$ cat src/core/ftsc_pkg.sv
package ftsc_pkg;
  // Register indices; byte address is four times the index
  localparam logic [7:0] IDX_BOUND1   = 8'hA6;
  localparam logic [7:0] IDX_BOUND2   = 8'hA9;
  localparam logic [7:0] IDX_SEG1     = 8'hAA;
  localparam logic [7:0] IDX_SEG2     = 8'hAB;
  localparam logic [7:0] IDX_SEG3     = 8'hAE;
  localparam logic [7:0] IDX_CTRL     = 8'hAF;
  localparam logic [7:0] IDX_EXPECT   = 8'hA3;
  localparam logic [7:0] IDX_STATUS   = 8'hA7;
  localparam int         ADR_LSB      = 2;
  // Reset values
  localparam logic [7:0] BOUND1_RST   = 8'h3C;
  localparam logic [7:0] BOUND2_RST   = 8'h1E;
  localparam logic [7:0] SEG1_RST     = 8'hFF;
  localparam logic [7:0] SEG2_RST     = 8'hD9;
  localparam logic [7:0] SEG3_RST     = 8'h80;
  localparam logic [7:0] CTRL_RST     = 8'h1D;
  localparam logic [7:0] EXPECT_RST   = 8'h80;
  // Control register fields
  localparam int         CTRL_SRC_DIG = 7;
  localparam int         CTRL_FREQ    = 6;
  localparam int         CTRL_FORCE   = 5;
  localparam int         CTRL_INTERP  = 4;
  localparam int         CTRL_JHIGH   = 3;
  localparam int         CTRL_JLOW    = 2;
  localparam int         CTRL_SRC_HI  = 1;
  localparam int         CTRL_SRC_LO  = 0;
  // Channel modes
  localparam logic [1:0] MODE_SPEED   = 2'b00;
  localparam logic [1:0] MODE_DUTY    = 2'b01;
  // Full-speed encodings per mode
  localparam logic [7:0] FULL_DUTY    = 8'hFF;
  localparam logic [7:0] FULL_SPEED   = 8'h00;
  // Timing
  localparam int         CLK_HZ       = 100000000;
  localparam int         PWM_STEPS    = 256;
  localparam int         PWM_FAST_HZ10 = 235000;
  localparam int         PWM_SLOW_HZ10 = 2200;
  localparam int         PRE_FAST     = (CLK_HZ / PWM_STEPS * 10) / PWM_FAST_HZ10;
  localparam int         PRE_SLOW     = (CLK_HZ / PWM_STEPS * 10) / PWM_SLOW_HZ10;
  localparam int         STEP_TIME_US = 1000;
  localparam int         STEP_CYCLES_DEF = STEP_TIME_US * (CLK_HZ / 1000000);
  localparam int         TEMP_SOURCES = 8;
  typedef enum logic [1:0] {FTSC_SEG1, FTSC_SEG2, FTSC_SEG3} ftsc_seg_t;
endpackage : ftsc_pkg

$ cat src/core/ftsc_top.sv
// Summary of operation
// RQ1 - Second boundary picks segment two or three
// RQ2 - Boundaries compare as signed two's complement
// RQ3 - Mode 00: segment bytes mean relative speed
// RQ4 - Software writes zero for full speed
// RQ5 - Mode 01: segment bytes are duty directly
// RQ6 - Three-bit code selects temperature source
// RQ7 - Frequency bit picks 23.5 kHz or 220 Hz
// RQ8 - Force bit gives full speed over limits
// RQ9 - Interpolation bit smooths between segments
// RQ10 - Above top boundary: ramp or jump up
// RQ11 - Below top boundary minus hysteresis: ramp or jump
// RQ12 - Jump bits only count in duty mode
// RQ13 - First boundary picks segment one or two
// RQ14 - Inside hysteresis band keep previous segment
`timescale 1ns/1ps
module ftsc_top
  import ftsc_pkg::*;
#(
  parameter int STEP_CYCLES = STEP_CYCLES_DEF
) (
  input  wire logic        clk_i,
  input  wire logic        rst_i,
  input  wire logic [9:0]  wb_adr_i,
  input  wire logic [31:0] wb_dat_i,
  output logic      [31:0] wb_dat_o,
  input  wire logic        wb_we_i,
  input  wire logic [3:0]  wb_sel_i,
  input  wire logic        wb_cyc_i,
  input  wire logic        wb_stb_i,
  output logic             wb_ack_o,
  input  wire logic [63:0] temp_sources_i,
  input  wire logic        over_limit_i,
  input  wire logic [1:0]  channel_mode_field_i,
  input  wire logic [7:0]  hysteresis_i,
  input  wire logic [1:0]  duty_slope_select_i,
  input  wire logic [7:0]  speed_loop_duty_i,
  output logic      [7:0]  expected_value_o,
  output logic             full_speed_o,
  output logic             pwm_o
);

  logic [7:0]  bound1, bound2, seg1_val, seg2_val, seg3_val, ctrl;
  logic [7:0]  next_bound1, next_bound2, next_seg1, next_seg2, next_seg3, next_ctrl;
  logic        next_ack;
  logic [31:0] next_rdata;
  ftsc_seg_t   seg, next_seg;
  logic        came_down, next_came_down;
  logic [7:0]  expect_q, next_expect;
  logic        forced, next_forced;
  logic [23:0] tick_cnt, next_tick_cnt;
  logic [11:0] pre_cnt, next_pre_cnt;
  logic [7:0]  pwm_cnt, next_pwm_cnt;
  logic        next_pwm;

  logic [7:0]  idx;
  logic        wr_en;
  logic [2:0]  src_code;
  logic [7:0]  temp_sel;
  logic [7:0]  src_temp [TEMP_SOURCES];
  logic [9:0]  t_ext, b1_ext, b2_ext, b1_low, b2_low;
  logic        duty_mode;
  logic [7:0]  target;
  logic        immediate;
  logic        tick;
  logic [23:0] tick_max;
  logic [11:0] pre_max;
  logic [7:0]  pwm_duty;

  // Bus decode; a write lands on the edge that sees ack high
  assign idx   = wb_adr_i[9:ADR_LSB];
  assign wr_en = wb_cyc_i & wb_stb_i & wb_we_i & wb_sel_i[0] & wb_ack_o;

  // Register file next values
  always_comb begin
    next_bound1 = bound1;
    next_bound2 = bound2;
    next_seg1   = seg1_val;
    next_seg2   = seg2_val;
    next_seg3   = seg3_val;
    next_ctrl   = ctrl;
    if (wr_en) begin
      case (idx)
        IDX_BOUND1: next_bound1 = wb_dat_i[7:0];
        IDX_BOUND2: next_bound2 = wb_dat_i[7:0];
        IDX_SEG1:   next_seg1   = wb_dat_i[7:0];
        IDX_SEG2:   next_seg2   = wb_dat_i[7:0];
        IDX_SEG3:   next_seg3   = wb_dat_i[7:0];
        IDX_CTRL:   next_ctrl   = wb_dat_i[7:0];
        default:    ;
      endcase
    end
  end

  // Bus answer: one-cycle ack, byte-wide read data
  // Upper data bits stay zero so wide reads never see stale bits
  always_comb begin
    next_ack   = wb_cyc_i & wb_stb_i & ~wb_ack_o;
    next_rdata = 32'h0000_0000;
    case (idx)
      IDX_BOUND1: next_rdata[7:0] = bound1;
      IDX_BOUND2: next_rdata[7:0] = bound2;
      IDX_SEG1:   next_rdata[7:0] = seg1_val;
      IDX_SEG2:   next_rdata[7:0] = seg2_val;
      IDX_SEG3:   next_rdata[7:0] = seg3_val;
      IDX_CTRL:   next_rdata[7:0] = ctrl;
      IDX_EXPECT: next_rdata[7:0] = expect_q;
      IDX_STATUS: next_rdata[7:0] = {5'b00000, forced, seg};
      default:    next_rdata      = 32'h0000_0000;
    endcase
  end

  // Register file
  always_ff @(posedge clk_i) begin
    if (rst_i) begin
      bound1   <= BOUND1_RST;
      bound2   <= BOUND2_RST;
      seg1_val <= SEG1_RST;
      seg2_val <= SEG2_RST;
      seg3_val <= SEG3_RST;
      ctrl     <= CTRL_RST;
    end else begin
      bound1   <= next_bound1;
      bound2   <= next_bound2;
      seg1_val <= next_seg1;
      seg2_val <= next_seg2;
      seg3_val <= next_seg3;
      ctrl     <= next_ctrl;
    end
  end

  // Bus answer registers
  always_ff @(posedge clk_i) begin
    if (rst_i) begin
      wb_ack_o <= 1'b0;
      wb_dat_o <= 32'h0000_0000;
    end else begin
      wb_ack_o <= next_ack;
      wb_dat_o <= next_rdata;
    end
  end

  // Unpack the eight signed source bytes, one per source code
  for (genvar g = 0; g < TEMP_SOURCES; g++) begin : g_src
    assign src_temp[g] = temp_sources_i[g*8 +: 8];
  end

  // Temperature source select
  // The digital-select bit forms the top bit of the code
  assign src_code = {ctrl[CTRL_SRC_DIG], ctrl[CTRL_SRC_HI:CTRL_SRC_LO]}; // RQ6
  assign temp_sel = src_temp[src_code]; // RQ6

  // Signed compares against boundaries and their hysteresis floors
  assign t_ext  = {{2{temp_sel[7]}}, temp_sel}; // RQ2
  assign b1_ext = {{2{bound1[7]}}, bound1}; // RQ2
  assign b2_ext = {{2{bound2[7]}}, bound2}; // RQ2
  assign b1_low = b1_ext - {2'b00, hysteresis_i};
  assign b2_low = b2_ext - {2'b00, hysteresis_i};
  assign duty_mode = (channel_mode_field_i == MODE_DUTY);

  // Segment tracking with hysteresis
  always_comb begin
    next_seg       = seg;
    next_came_down = came_down;
    case (seg)
      FTSC_SEG1: begin
        if ($signed(t_ext) < $signed(b1_low)) begin // RQ13
          next_seg       = FTSC_SEG2;
          next_came_down = 1'b1;
        end
      end
      FTSC_SEG2: begin
        if ($signed(t_ext) > $signed(b1_ext)) begin // RQ13
          next_seg       = FTSC_SEG1;
          next_came_down = 1'b0;
        end else if ($signed(t_ext) < $signed(b2_low)) begin // RQ1
          next_seg       = FTSC_SEG3;
          next_came_down = 1'b0;
        end
      end
      FTSC_SEG3: begin
        if ($signed(t_ext) > $signed(b2_ext)) begin // RQ1
          next_seg       = FTSC_SEG2;
        end
      end
      default: next_seg = FTSC_SEG3;
    endcase
    // Otherwise the band holds the earlier choice
    if (next_seg == seg && seg != FTSC_SEG2) begin // RQ14
      next_came_down = 1'b0;
    end
  end

  // Segment value and movement policy
  always_comb begin
    next_forced = ctrl[CTRL_FORCE] & over_limit_i; // RQ8
    case (seg)
      FTSC_SEG1: target = seg1_val; // RQ3 RQ5
      FTSC_SEG2: target = seg2_val; // RQ3 RQ5
      default:   target = seg3_val; // RQ3 RQ5
    endcase
    // Full speed is FFh duty or a zero relative byte
    if (next_forced) begin
      target = duty_mode ? FULL_DUTY : FULL_SPEED; // RQ4 RQ8
    end
    if (next_forced) begin
      immediate = 1'b1;
    end else if (duty_mode && seg == FTSC_SEG1) begin // RQ12
      immediate = ctrl[CTRL_JHIGH]; // RQ10
    end else if (duty_mode && seg == FTSC_SEG2 && came_down) begin // RQ12
      immediate = ctrl[CTRL_JLOW]; // RQ11
    end else begin
      immediate = ~ctrl[CTRL_INTERP]; // RQ9
    end
  end

  // Slope tick divider
  // Higher slope selects stretch the step period by powers of two
  assign tick_max = 24'(STEP_CYCLES - 1) << duty_slope_select_i;
  assign tick     = (tick_cnt >= tick_max);
  always_comb begin
    next_tick_cnt = tick ? 24'h00_0000 : tick_cnt + 24'h00_0001;
  end

  // Expected value, jumping or stepping toward the target
  always_comb begin
    next_expect = expect_q;
    if (immediate) begin
      next_expect = target; // RQ10 RQ11
    end else if (tick && expect_q < target) begin
      next_expect = expect_q + 8'h01; // RQ10 RQ9
    end else if (tick && expect_q > target) begin
      next_expect = expect_q - 8'h01; // RQ11 RQ9
    end
  end

  // PWM prescale and counter
  assign pre_max  = next_ctrl[CTRL_FREQ] ? 12'(PRE_SLOW - 1) : 12'(PRE_FAST - 1); // RQ7
  assign pwm_duty = duty_mode ? expect_q : speed_loop_duty_i; // RQ5
  always_comb begin
    next_pre_cnt = pre_cnt + 12'h001;
    next_pwm_cnt = pwm_cnt;
    if (pre_cnt >= pre_max) begin // RQ7
      next_pre_cnt = 12'h000;
      next_pwm_cnt = pwm_cnt + 8'h01;
    end
    next_pwm = (pwm_duty == FULL_DUTY) | (pwm_cnt < pwm_duty);
  end

  // Segment state
  // Reset starts in the coolest segment, matching the reset expected value
  always_ff @(posedge clk_i) begin
    if (rst_i) begin
      seg       <= FTSC_SEG3;
      came_down <= 1'b0;
    end else begin
      seg       <= next_seg;
      came_down <= next_came_down;
    end
  end

  // Force flag and its output copy
  always_ff @(posedge clk_i) begin
    if (rst_i) begin
      forced       <= 1'b0;
      full_speed_o <= 1'b0;
    end else begin
      forced       <= next_forced; // RQ8
      full_speed_o <= next_forced; // RQ8
    end
  end

  // Expected value, its output copy and the slope divider
  // The output copy keeps the port straight from a flip-flop
  always_ff @(posedge clk_i) begin
    if (rst_i) begin
      expect_q         <= EXPECT_RST;
      expected_value_o <= EXPECT_RST;
      tick_cnt         <= 24'h00_0000;
    end else begin
      expect_q         <= next_expect;
      expected_value_o <= next_expect;
      tick_cnt         <= next_tick_cnt;
    end
  end

  // PWM counters and output
  always_ff @(posedge clk_i) begin
    if (rst_i) begin
      pre_cnt <= 12'h000;
      pwm_cnt <= 8'h00;
      pwm_o   <= 1'b0;
    end else begin
      pre_cnt <= next_pre_cnt;
      pwm_cnt <= next_pwm_cnt;
      pwm_o   <= next_pwm;
    end
  end

endmodule : ftsc_top

$ cat config.mk
export PLATFORM = sky130hd
export DESIGN_NAME = ftsc_top
export DESIGN_NICKNAME = d
export VERILOG_FILES = /design/src/core/ftsc_pkg.sv /design/src/core/ftsc_top.sv
export SDC_FILE = /design/constraint.sdc
export NUM_CORES = 1
export LEC_CHECK = 0
export ABC_AREA = 1
export BUFFER_PORTS_ARGS = -buffer_cell sky130_fd_sc_hd__buf_2
export CORE_MARGIN = 10
export CORE_UTILIZATION = 50
export CTS_CLUSTER_SIZE = 30
export DETAILED_ROUTE_END_ITERATION = 10
export HOLD_SLACK_MARGIN = 0.12
export PLACE_DENSITY = 0.87
export SYNTH_ARGS = -nofsm -noshare
export SYNTH_HDL_FRONTEND = slang
export SYNTH_SLANG_ARGS = --single-unit
$ cat constraint.sdc
create_clock -name clk_i -period 3.9 [get_ports clk_i]
set_input_delay 0.78 -clock clk_i [delete_from_list [all_inputs] [get_ports clk_i]]
set_output_delay 0.78 -clock clk_i [all_outputs]
set_load 0.05 [all_outputs]
### Word-level counts from Yosys, hierarchy flattened

Cells that the tools add are included.

| storage, ports and cells | value |
|---|---|
| output and inout port bits | 43 |
| input bits | 136 |
| register bits | 138 |
| logic and storage cells | 107 |

| operators by class | value |
|---|---|
| add/sub/neg operators | 7 |
| equality and inequality tests | 16 |
| $lt $le $gt $ge | 10 |
| bitwise logic cells | 10 |
| reduce and logical (&&, ||, !) cells | 19 |
| mux-type cells | 26 |
| shift operators | 1 |

Operators by type and width:

| cell | number |
|---|---|
| 8-bit == test (second input constant) | 9 |
| 8-bit two-way mux | 8 |
| 8-bit case mux with 8 select lines | 1 |
| 24-bit by 1-bit adder with 24-bit output (second input constant) | 1 |
| 8-bit binary-select mux with 3-bit select | 1 |
| 24-bit greater-or-equal comparator | 1 |
| 8-bit greater-than comparator | 3 |
| 17-bit by 2-bit << shifter with 24-bit output (first input constant) | 1 |
| 8-bit by 10-bit < comparator with 1-bit output | 2 |
| 8-bit by 9-bit subtractor with 10-bit output | 2 |
| 8-bit by 1-bit adder with 8-bit output (second input constant) | 2 |
| 8-bit < comparator | 2 |
| 8-bit case mux with 2 select lines | 1 |
| 7-bit two-way mux | 2 |
| 12-bit by 1-bit adder with 12-bit output (second input constant) | 1 |
| 12-bit by 11-bit greater-or-equal comparator with 1-bit output | 1 |
| 2-bit AND reduction | 6 |
| 11-bit two-way mux | 1 |
| 2-bit two-way mux | 4 |
| 8-bit by 1-bit subtractor with 8-bit output (second input constant) | 1 |
| 1-bit bitwise AND | 6 |
| 1-bit logical AND | 6 |
| 1-bit two-way mux | 6 |
| 2-bit case mux with 3 select lines | 1 |
| other kinds (16) | 20 |

### Depth between registers and ports, before layout

Gate-level depths: netlist of run 1.

| depth | value |
|---|---|
| depth in word-level cells | 11 |
| mapped depth | 24 |
| depth with buffers taken out | 24 |

### Worst setup path before layout of run 1

No wires, ideal clock.

| timing | value |
|---|---|
| path type | input port to flip-flop |
| from | input channel_mode_field_i[1] |
| to | register expect_q[7] |
| required time | 3788 ps |
| data arrival time | 3724 ps |
| setup time | 112 ps |
| stages on the path | 24 |
| buffers on the path | 0 |
| setup slack | 64 ps |
| cell sequence | inv_1 -> nand2_1 -> inv_2 -> nor2_1 -> inv_1 -> nand2_1 -> ha_1 -> a21oi_1 -> o21ai_0 -> nand4_1 -> o2111ai_1 -> inv_1 -> nand2_1 -> ha_1 -> nand3_1 -> nand2_1 -> nand4_1 -> o211ai_1 -> xor2_1 -> inv_1 -> a21oi_1 -> o21ai_0 -> nand2_1 -> nand2_1 |

| on the way | value |
|---|---|
| cells in the longest elaborated chain, start to end | 7 |

RTL lines:

| what | RTL line | RTL |
|---|---|---|
| from (decl) | ftsc_top.sv:34 | `input wire logic [1:0] channel_mode_field_i,` |
| 2-bit by 1-bit == test with 1-bit output (*) | ftsc_top.sv:159 | `assign duty_mode = (channel_mode_field_i == MODE_DUTY);` |
| 8-bit two-way mux / 1-bit logical AND (equally long branches) | ftsc_top.sv:204, ftsc_top.sv:210 |  |
| 8-bit two-way mux / 1-bit logical AND (equally long branches) | ftsc_top.sv:203, ftsc_top.sv:210 |  |
| 8-bit < comparator / 1-bit two-way mux (equally long branches) | ftsc_top.sv:230, ftsc_top.sv:210 |  |
| 1-bit logical AND / 1-bit two-way mux (equally long branches) | ftsc_top.sv:230, ftsc_top.sv:208 |  |
| 8-bit two-way mux / 1-bit two-way mux (equally long branches) | ftsc_top.sv:230, ftsc_top.sv:206 |  |
| 8-bit two-way mux / 3-bit nonzero test (equally long branches) | - |  |
| to (signal assigned) | ftsc_top.sv:281 | `expect_q <= next_expect;` |
| to (decl) | ftsc_top.sv:49 | `logic [7:0] expect_q, next_expect;` |

Every way passes the cells marked *; elsewhere a longest branch is shown, timed or not.
A chain may end at the register's enable or synchronous reset.

### Final worst setup path of run 1

| timing | value |
|---|---|
| from | register seg[1] |
| to | register expect_q[7] |

| on the way | value |
|---|---|
| cells in the longest elaborated chain, start to end | 7 |

RTL lines:

| what | RTL line | RTL |
|---|---|---|
| from (decl) | ftsc_top.sv:47 | `ftsc_seg_t seg, next_seg;` |
| from (signal assigned) | ftsc_top.sv:257 | `seg <= next_seg;` |
| 2-bit by 1-bit == test with 1-bit output / 2-bit zero test (equally long branches) | ftsc_top.sv:197, ftsc_top.sv:210, ftsc_top.sv:208 |  |
| 8-bit case mux with 2 select lines / 1-bit logical AND (equally long branches) | ftsc_top.sv:197, ftsc_top.sv:210 |  |
| 8-bit two-way mux / 1-bit logical AND (equally long branches) | ftsc_top.sv:203, ftsc_top.sv:210 |  |
| 8-bit < comparator / 1-bit two-way mux (equally long branches) | ftsc_top.sv:230, ftsc_top.sv:210 |  |
| 1-bit logical AND / 1-bit two-way mux (equally long branches) | ftsc_top.sv:230, ftsc_top.sv:208 |  |
| 8-bit two-way mux / 1-bit two-way mux (equally long branches) | ftsc_top.sv:230, ftsc_top.sv:206 |  |
| 8-bit two-way mux / 3-bit nonzero test (equally long branches) | - |  |

Parallel ways exist; a longest one is shown, timed or not.

==> results of run 1 <==
[layout make-up]
cell class	count	area, um2
multi-input combinational	904	5449
inverter	161	604.3
timing repair inverter	1	7.507
antenna	3	7.507
clock buffer	19	442.9
sequential	114	2285
timing repair buffer	165	925.9
tap	220	275.3
clock inverter	13	137.6
fill	1468	6507
[metal layers]
layer / track usage (%) / share of wire, % / vias up
met2: 38.73 / 51 / 318
met4: 9.621 / 3.6 / 2
met5: 0 / 0.029 / -
met1: 22.80 / 38 / 3992
li1: - / - / 4348
met3: 3.752 / 6.6 / 68
[report_power, final]
part | leakage (uW) | switching (uW) | internal, uW
sequential | 0.000924 | 82.5 | 1210
clock | 0.000279 | 558 | 953
combinational | 0.00371 | 760 | 553
total | 0.00491 | 1400 | 2710
[sequential cells by signal (all words and copies together) (netlist names)]
register   count
tick_cnt      24
pre_cnt       12
bound1         8
bound2         8
ctrl           8
expect_q       8
pwm_cnt        8
seg1_val       8
seg2_val       8
seg3_val       8
wb_dat_o       8
seg            2
came_down      1
forced         1
pwm_o          1
wb_ack_o       1
[cell usage in the layout, fill, tap and decap left out, types with 3 or more instances in the layout]
cell | Yosys | final
sky130_fd_sc_hd__conb_1 | 1 | 27
sky130_fd_sc_hd__nand3_2 | 3 | 3
sky130_fd_sc_hd__a31oi_1 | 11 | 11
sky130_fd_sc_hd__inv_2 | 9 | 9
sky130_fd_sc_hd__o211ai_1 | 17 | 17
sky130_fd_sc_hd__buf_4 | 24 | 40
sky130_fd_sc_hd__buf_2 | 4 | 125
sky130_fd_sc_hd__nor4_1 | 7 | 7
sky130_fd_sc_hd__clkbuf_16 | 0 | 17
sky130_fd_sc_hd__fa_1 | 3 | 3
sky130_fd_sc_hd__nor3b_1 | 8 | 8
sky130_fd_sc_hd__nor2_4 | 4 | 5
sky130_fd_sc_hd__mux2i_1 | 6 | 6
sky130_fd_sc_hd__clkinv_4 | 0 | 4
sky130_fd_sc_hd__dfxtp_1 | 114 | 112
sky130_fd_sc_hd__nor3_1 | 15 | 15
sky130_fd_sc_hd__o21ai_0 | 85 | 84
sky130_fd_sc_hd__inv_1 | 151 | 151
sky130_fd_sc_hd__nand3_1 | 61 | 61
sky130_fd_sc_hd__a21oi_1 | 103 | 103
sky130_fd_sc_hd__ha_1 | 104 | 104
sky130_fd_sc_hd__o221ai_1 | 7 | 4
sky130_fd_sc_hd__nand2_2 | 5 | 5
sky130_fd_sc_hd__o22ai_1 | 24 | 24
sky130_fd_sc_hd__o21ai_1 | 8 | 9
sky130_fd_sc_hd__o221ai_2 | 0 | 3
sky130_fd_sc_hd__nor2_1 | 137 | 135
sky130_fd_sc_hd__o21a_1 | 4 | 4
sky130_fd_sc_hd__nand2_1 | 180 | 179
sky130_fd_sc_hd__xnor2_1 | 15 | 15
sky130_fd_sc_hd__clkinv_2 | 0 | 4
sky130_fd_sc_hd__xor2_1 | 18 | 18
sky130_fd_sc_hd__nor2_2 | 8 | 9
sky130_fd_sc_hd__nand4_1 | 15 | 15
sky130_fd_sc_hd__a2111oi_0 | 3 | 3
sky130_fd_sc_hd__clkinvlp_4 | 0 | 4
sky130_fd_sc_hd__or2_2 | 4 | 4
sky130_fd_sc_hd__diode_2 | 0 | 3
[metrics by stage]
stage / cells / power, uW
after floorplan: 1229 / 2136
after global placement: 1558 / 2510
after detailed placement: 1558 / 2557
after CTS: 1590 / 4065
after global routing: 1598 / 4324
final: 1600 / 4114
[what timing repair did]
| action | in CTS | in global routing |
|---|---|---|
| setup endpoints to repair | 0 | 5 |
| buffers inserted | 0 | 6 |
| resized for setup | 0 | 12 |
[worst min path at each step]
stage / from / end / depth (start not counted)
after floorplan: tick_cnt[0]$_SDFF_PP0_ / tick_cnt[0]$_SDFF_PP0_ / 1
after global placement: wb_ack_o$_SDFF_PP0_ / wb_ack_o$_SDFF_PP0_ / 1
after detailed placement: wb_ack_o$_SDFF_PP0_ / wb_ack_o$_SDFF_PP0_ / 1
after CTS: wb_ack_o$_SDFF_PP0_ / wb_ack_o$_SDFF_PP0_ / 1
after global routing: wb_ack_o$_SDFF_PP0_ / wb_ack_o$_SDFF_PP0_ / 1
final: wb_ack_o$_SDFF_PP0_ / wb_ack_o$_SDFF_PP0_ / 1
[cells by family (layout without fill, tap and decap cells)]
| kind of cell | after synthesis | in the layout | share of synthesized area [%] |
|---|---|---|---|
| muxes | 6 | 6 | 0.7072 |
| AOI/OAI and AO/OA | 275 | 275 | 18.28 |
| buffers and inverters | 211 | 359 | 10.55 |
| and+or+nand+nor | 456 | 456 | 24.12 |
| DFF | 114 | 114 | 26.87 |
| adders and majority gates | 107 | 107 | 16.03 |
| other | 1 | 30 | 0.04415 |
| xor gates and xnor gates | 33 | 33 | 3.403 |
==> reports/summary.md, run 1 <==
• finished clean — outcome
• sky130_fd_sc_hd__dfxtp_2 — critical-path cell with the highest stage delay
• 320 ps — setup slack of the most critical reg-to-reg path
• 26.87% — Synth top area share
• 8,728 — via count of the routed design
• 3584 ps — min Tclk post-route
• sky130_fd_sc_hd__dfxtp_1, sky130_fd_sc_hd__ha_1, sky130_fd_sc_hd__nand2_1 — biggest area contributors in the synthesized netlist
• 3900 ps — Worst Path Arrival
• 8 — critical-path maximum fanout
• 0.004910 uW — static power due to leakage
• 114 — Synth Register Bits
• 1,203 — Syn Inst Count
• 50 — library cells used by synthesis
• flop — type of element capturing the critical path
• 34.23% — slew margin rel.
• 91.90% — final clock period utilization by the worst path
• 0 — Hold Buf Count CTS
• 51.03% — Initial Utilization
• done — CTS tree
• 24,320 um — overall routed net length
• 0 — total of endpoints with negative setup slack in the final report
• 22,600 um2 — die area
• 525 — initial drt markers
• 0 — number of routed nets with antenna violations
• 3 — CP Buf/Inv Count
• 19.33% — layout overhead on the synthesized area
• inv_1, o22ai_1, o21ai_0, nand2_1, ha_1, a21oi_1, o21ai_1, nand4_1, o2111ai_1, inv_1, nand2_4, ha_1, a21oi_1, nand2_1, nand4_1, o211ai_1, xor2_1, inv_1, a21oi_1, o21ai_0, nand2_1, nand2_1 — critical path, cell by cell
• 7.060 um2 — synthesized area per cell
• 17 — CTS Buf Count
• 9455 um2 — total placed instance area
• sky130_fd_sc_hd__dfxtp_1 — ys flop type
• 4 — H-tree depth
• 977.5 ps — worst slew pin tran
• 179 — I/O pin count
• 17.72% — proportion of layout cells with a drive suffix above 1
• flop — type of element launching the critical path
• 16,640 um2 — Floorplan Core Area
• seg[1]$_SDFF_PP1_ — crit path launch
• 0 — count of endpoints failing hold in the final timing report
• sky130_fd_sc_hd__nand2_1, sky130_fd_sc_hd__inv_1, sky130_fd_sc_hd__nor2_1 — top cells by instance count after synthesis
• compound AO/OA/AOI/OAI gates — cell family with most CP delay
• 5.455 — post-detailed-route via-to-cell ratio
• 38,940 um — global-route wire length before repair
• 114 — Sinks on Clock Net
• 47 — number of placement rows
• 35 — maximum number of pins on one net before global-route repair
• 10,130 um2 — final instance area
• 26.87% — sequential area share after synthesis
• sky130_fd_sc_hd__clkbuf_16 — library cell used as clock root buffer
• sky130_fd_sc_hd__nand2_1 — cell seen most often among critical-path stages
• expect_q[7]$_SDFFE_PP1P_ — crit path to
• 7.837 ps — worst-case clock skew
• 279.0 MHz — top achievable clock speed
• 316.0 ps — Final Worst Setup Slack
• seg[1]$_SDFF_PP1_ — launch point of the worst reg-to-reg path
• expect_q[7]$_SDFFE_PP1P_ — Critical R2R Capture
• sky130_fd_sc_hd__dfxtp_1 — Synth area leader
• 0 — Max-Cap Viols
• 2 — maximum count of clock buffers along a single path
• 8493 um2 — post-synthesis instance area
• flop to flop — WS Path Type
• 0 — number of flops mapped to enable cells by yosys
• 150.3 um — vertical die dimension
• 21.02% — overall track demand over capacity in global routing
• 0.2810 mV — Worst VDD drop
• 0 — number of warnings printed during yosys synthesis
• 405.9 nW/um2 — PwrDens
• 1,607 — Final #Nets
• sky130_fd_sc_hd__nand2_1 — top-count cell post-synth
• 60 ps — Clock Pin Slew Worst Setup and Hold Paths
• 420 ps — insertion delay to the later sink of the worst-skew pair
• 0 — total count of max-transition violations in the final report
• 0 — post-route DRC violation count
• 22 — Register-to-Register Path Depth
• 460 ps — slowest stage delay, CP
• 15.20 um — per-cell routed wire length
• 0 ps — setup TNS after final layout
• 18,880 um — Detail Placement HPWL
• 60.90% — fraction of the core area covered by cells at the end of the flow
• 0.9500 — RD Place Congestion
• 8,408 — via count of the first global-routing pass
• 450.6 ps — minimum hold slack
• 6 — Detailed Routing Iterations Pass 1
• flop to flop — classification of the worst-slack hold path
• 0 — gr ovfl total
• 0% — fraction of synthesis flops using an asynchronous set or reset pin
• 4220 ps — critical path data required time
• 22 — Levels on crit path
• 125 — number of port buffers
• 150.3 um — die extent in x
• -269.7 ps — Placement Setup Slack
• 4 — initial antenna violation count
(Power assumes the default switching activity.)
==> run 2: changes to the inputs <==
--- a/config.mk
+++ b/config.mk
@@ -12,4 +12,5 @@
 export CTS_CLUSTER_SIZE = 30
 export DETAILED_ROUTE_END_ITERATION = 10
+export GPL_ROUTABILITY_DRIVEN = 1
 export HOLD_SLACK_MARGIN = 0.12
 export PLACE_DENSITY = 0.87
==> constraint.sdc (replaced) <==
create_clock -name clk_i -period 3.9 [get_ports clk_i]
set_input_delay 0.39 -clock clk_i [delete_from_list [all_inputs] [get_ports clk_i]]
set_output_delay 0.39 -clock clk_i [all_outputs]
set_load 0.05 [all_outputs]
==> reports/summary.md, run 2 (synthesis results as in run 1) <==
• finished clean — outcome
• 4317 uW — power consumption, +4.9%
• 3 — initial antenna violation count, -1
• 1,456 — number of filler instances in the final layout, -0.82%
• 9 — critical-path maximum fanout, +1
• tick_cnt — register containing the most flip-flops in the final layout
• 0.9835 — RD Place Congestion, +3.5%
• 60.90% — fraction of the core area covered by cells at the end of the flow, unchanged
• 0 — total count of max-transition violations in the final report, unchanged
• 29.5% — share of total power in sequential cells, -1.8 points
• 0 — total of endpoints with negative setup slack in the final report, unchanged
• 0 — gr ovfl total, unchanged
• 114 — Sinks on Clock Net, unchanged
• sky130_fd_sc_hd__clkbuf_16 — library cell used as clock root buffer
• 0 — count of endpoints failing hold in the final timing report, unchanged
• 35 — maximum number of pins on one net before global-route repair, unchanged
• 16.95% — proportion of layout cells with a drive suffix above 1, -0.77 points
• 2 — maximum count of clock buffers along a single path, unchanged
• 4180 ps — critical path data required time, -40 ps
• 247.1 ps — Final Worst Setup Slack, -68.89 ps
• sky130_fd_sc_hd__nand2_1 — most frequent standard cell in the layout excluding fill and tap cells
• 150.3 um — die extent in x, unchanged
• 733 — initial drt markers, +40%
• 45.29% — slew margin rel., +11 points
• 4 — H-tree depth, unchanged
• 8,357 — via count of the first global-routing pass, -0.61%
• 39,060 um — global-route wire length before repair, +0.32%
• 3653 ps — min Tclk post-route, +68.89 ps
• 8,749 — via count of the routed design, +0.24%
• 150.3 um — vertical die dimension, unchanged
• primary input to flop — classification of the worst-slack hold path
• 430 ps — insertion delay to the later sink of the worst-skew pair, about the same
• 426.0 nW/um2 — PwrDens, +4.9%
• 16,640 um2 — Floorplan Core Area, unchanged
• flop to flop — WS Path Type
• 7.383 ps — worst-case clock skew, -0.4541 ps
• 207.6 ps — minimum hold slack, -243.0 ps
• 93.66% — final clock period utilization by the worst path, +1.8 points
• 179 — I/O pin count, unchanged
• 19.33% — layout overhead on the synthesized area, unchanged
• 32.07% — switching power as a share of total power, -2.0 points
• 24,360 um — overall routed net length, +0.16%
• done — CTS tree
• 37.06% — Global Route met2 Usage, -1.7 points
• 250 ps — setup slack of the most critical reg-to-reg path, -70 ps
• 817.6 ps — worst slew pin tran, -159.8 ps
• 17 — CTS Buf Count, unchanged
• 22,600 um2 — die area, unchanged
• 50 ps — Clock Pin Slew Worst Setup and Hold Paths, about the same
• 5.541 — post-detailed-route via-to-cell ratio, +1.6%
• 1,587 — Final #Nets, -1.2%
• 0 — Max-Cap Viols, unchanged
• 15.43 um — per-cell routed wire length, +1.5%
• 0.2928 mV — Worst VDD drop, +4.2%
• 47 — number of placement rows, unchanged
• flop — type of element capturing the critical path
• tick_cnt: 24 flops, pre_cnt: 12 flops — Largest regs
• 51.03% — Initial Utilization, unchanged
• 0.004870 uW — static power due to leakage, -0.82%
• 3930 ps — Worst Path Arrival, +30 ps
• 18,630 um — Detail Placement HPWL, -1.3%
• 0 — number of routed nets with antenna violations, unchanged
• 24 — max FFs per register, unchanged
• 28.7% — combinational group share of total power, -3.2 points
• 0 — Hold Buf Count CTS, unchanged
• 4.592% — GR Layer Usage met3, +0.84 points
• 125 — number of port buffers, unchanged
• 1384 uW — NetSw, -1.2%
• 5 — Detailed Routing Iterations Pass 1, -1
• 0 ps — setup TNS after final layout, unchanged
• 273.8 MHz — top achievable clock speed, -1.9%
• sky130_fd_sc_hd__nand2_1, sky130_fd_sc_hd__inv_1, sky130_fd_sc_hd__nor2_1, sky130_fd_sc_hd__buf_2, sky130_fd_sc_hd__dfxtp_1 — commonest cells after routing, fill and taps aside
• 0 — post-route DRC violation count, unchanged
• 2933 uW — Int Pwr, +8.1%
• 41.9% — Clk network pwr share, +5.2 points
• 23.67% — global routing usage on met1, +0.87 points
• 21.09% — overall track demand over capacity in global routing, +0.073 points
• met2 — busiest layer in global routing
• flop — type of element launching the critical path
• 52.60 ps — Placement Setup Slack, +322.3 ps
run 2: final timing paths:
path                              end  cells after the start           startpoint
max reg2reg  expect_q[6]$_SDFFE_PP0P_                     23    seg[1]$_SDFF_PP1_
min reg2reg       wb_ack_o$_SDFF_PP0_                      1  wb_ack_o$_SDFF_PP0_
max          expect_q[6]$_SDFFE_PP0P_                     23    seg[1]$_SDFF_PP1_
min               wb_ack_o$_SDFF_PP0_                      3             wb_stb_i
run 2: through the flow:
step / area [um2] / instances
after floorplan: 8591 / 1229
after global placement: 9305 / 1538
after detailed placement: 9305 / 1538
after CTS: 9992 / 1570
after global routing: 10130 / 1578
final: 10130 / 1579
run 2: timing repair:
item                                    in CTS  in global routing
setup buffers                                0                  6
resized for setup                            0                 20
endpoints found under the setup margin       0                  5
run 2: power by group through the flow:
stage,clock network [uW],registers [uW],logic (uW)
after detailed placement,0,1290,1130
after floorplan,0,1370,764
after global placement,0,1290,1090
after global routing,1880,1280,1380
after CTS,1820,1260,1140
final,1810,1270,1240
run 2: layout make-up:
class | count | area, um2 | share of cell area, %
Multi-Input combinational cell | 904 | 5477 | 54.04
Antenna cell | 2 | 5.005 | 0.04938
Clock inverter | 9 | 198.9 | 1.963
Timing Repair Buffer | 145 | 788.3 | 7.778
Timing Repair inverter | 1 | 7.507 | 0.07407
Tap cell | 220 | 275.3 | 2.716
Clock buffer | 23 | 488.0 | 4.815
Sequential cell | 114 | 2287 | 22.57
Inverter | 161 | 608.1 | 6.000
run 2: critical path, stage by stage (launching register included):
cell	delay (ps)
sky130_fd_sc_hd__dfxtp_4	420
sky130_fd_sc_hd__nor2_4	80
sky130_fd_sc_hd__inv_2	130
sky130_fd_sc_hd__o22ai_1	90
sky130_fd_sc_hd__o21ai_1	190
sky130_fd_sc_hd__nand2_1	130
sky130_fd_sc_hd__ha_1	310
sky130_fd_sc_hd__a21oi_1	140
sky130_fd_sc_hd__o21ai_0	100
sky130_fd_sc_hd__nand4_1	100
sky130_fd_sc_hd__o2111ai_1	150
sky130_fd_sc_hd__inv_1	140
sky130_fd_sc_hd__nand2_4	120
sky130_fd_sc_hd__buf_4	160
sky130_fd_sc_hd__fa_1	400
sky130_fd_sc_hd__nand3_1	110
sky130_fd_sc_hd__nand2_1	60
sky130_fd_sc_hd__nand2_1	70
sky130_fd_sc_hd__nand2_1	60
sky130_fd_sc_hd__a21oi_2	130
sky130_fd_sc_hd__xor2_1	180
sky130_fd_sc_hd__o21ai_1	80
sky130_fd_sc_hd__nand2_1	90
sky130_fd_sc_hd__a21oi_1	60
run 2: layer usage:
layer	vias up	wire length [um]
li1	4312	-
met1	3970	9393
met2	366	12080
met3	99	1850
met4	2	1021
met5	-	18
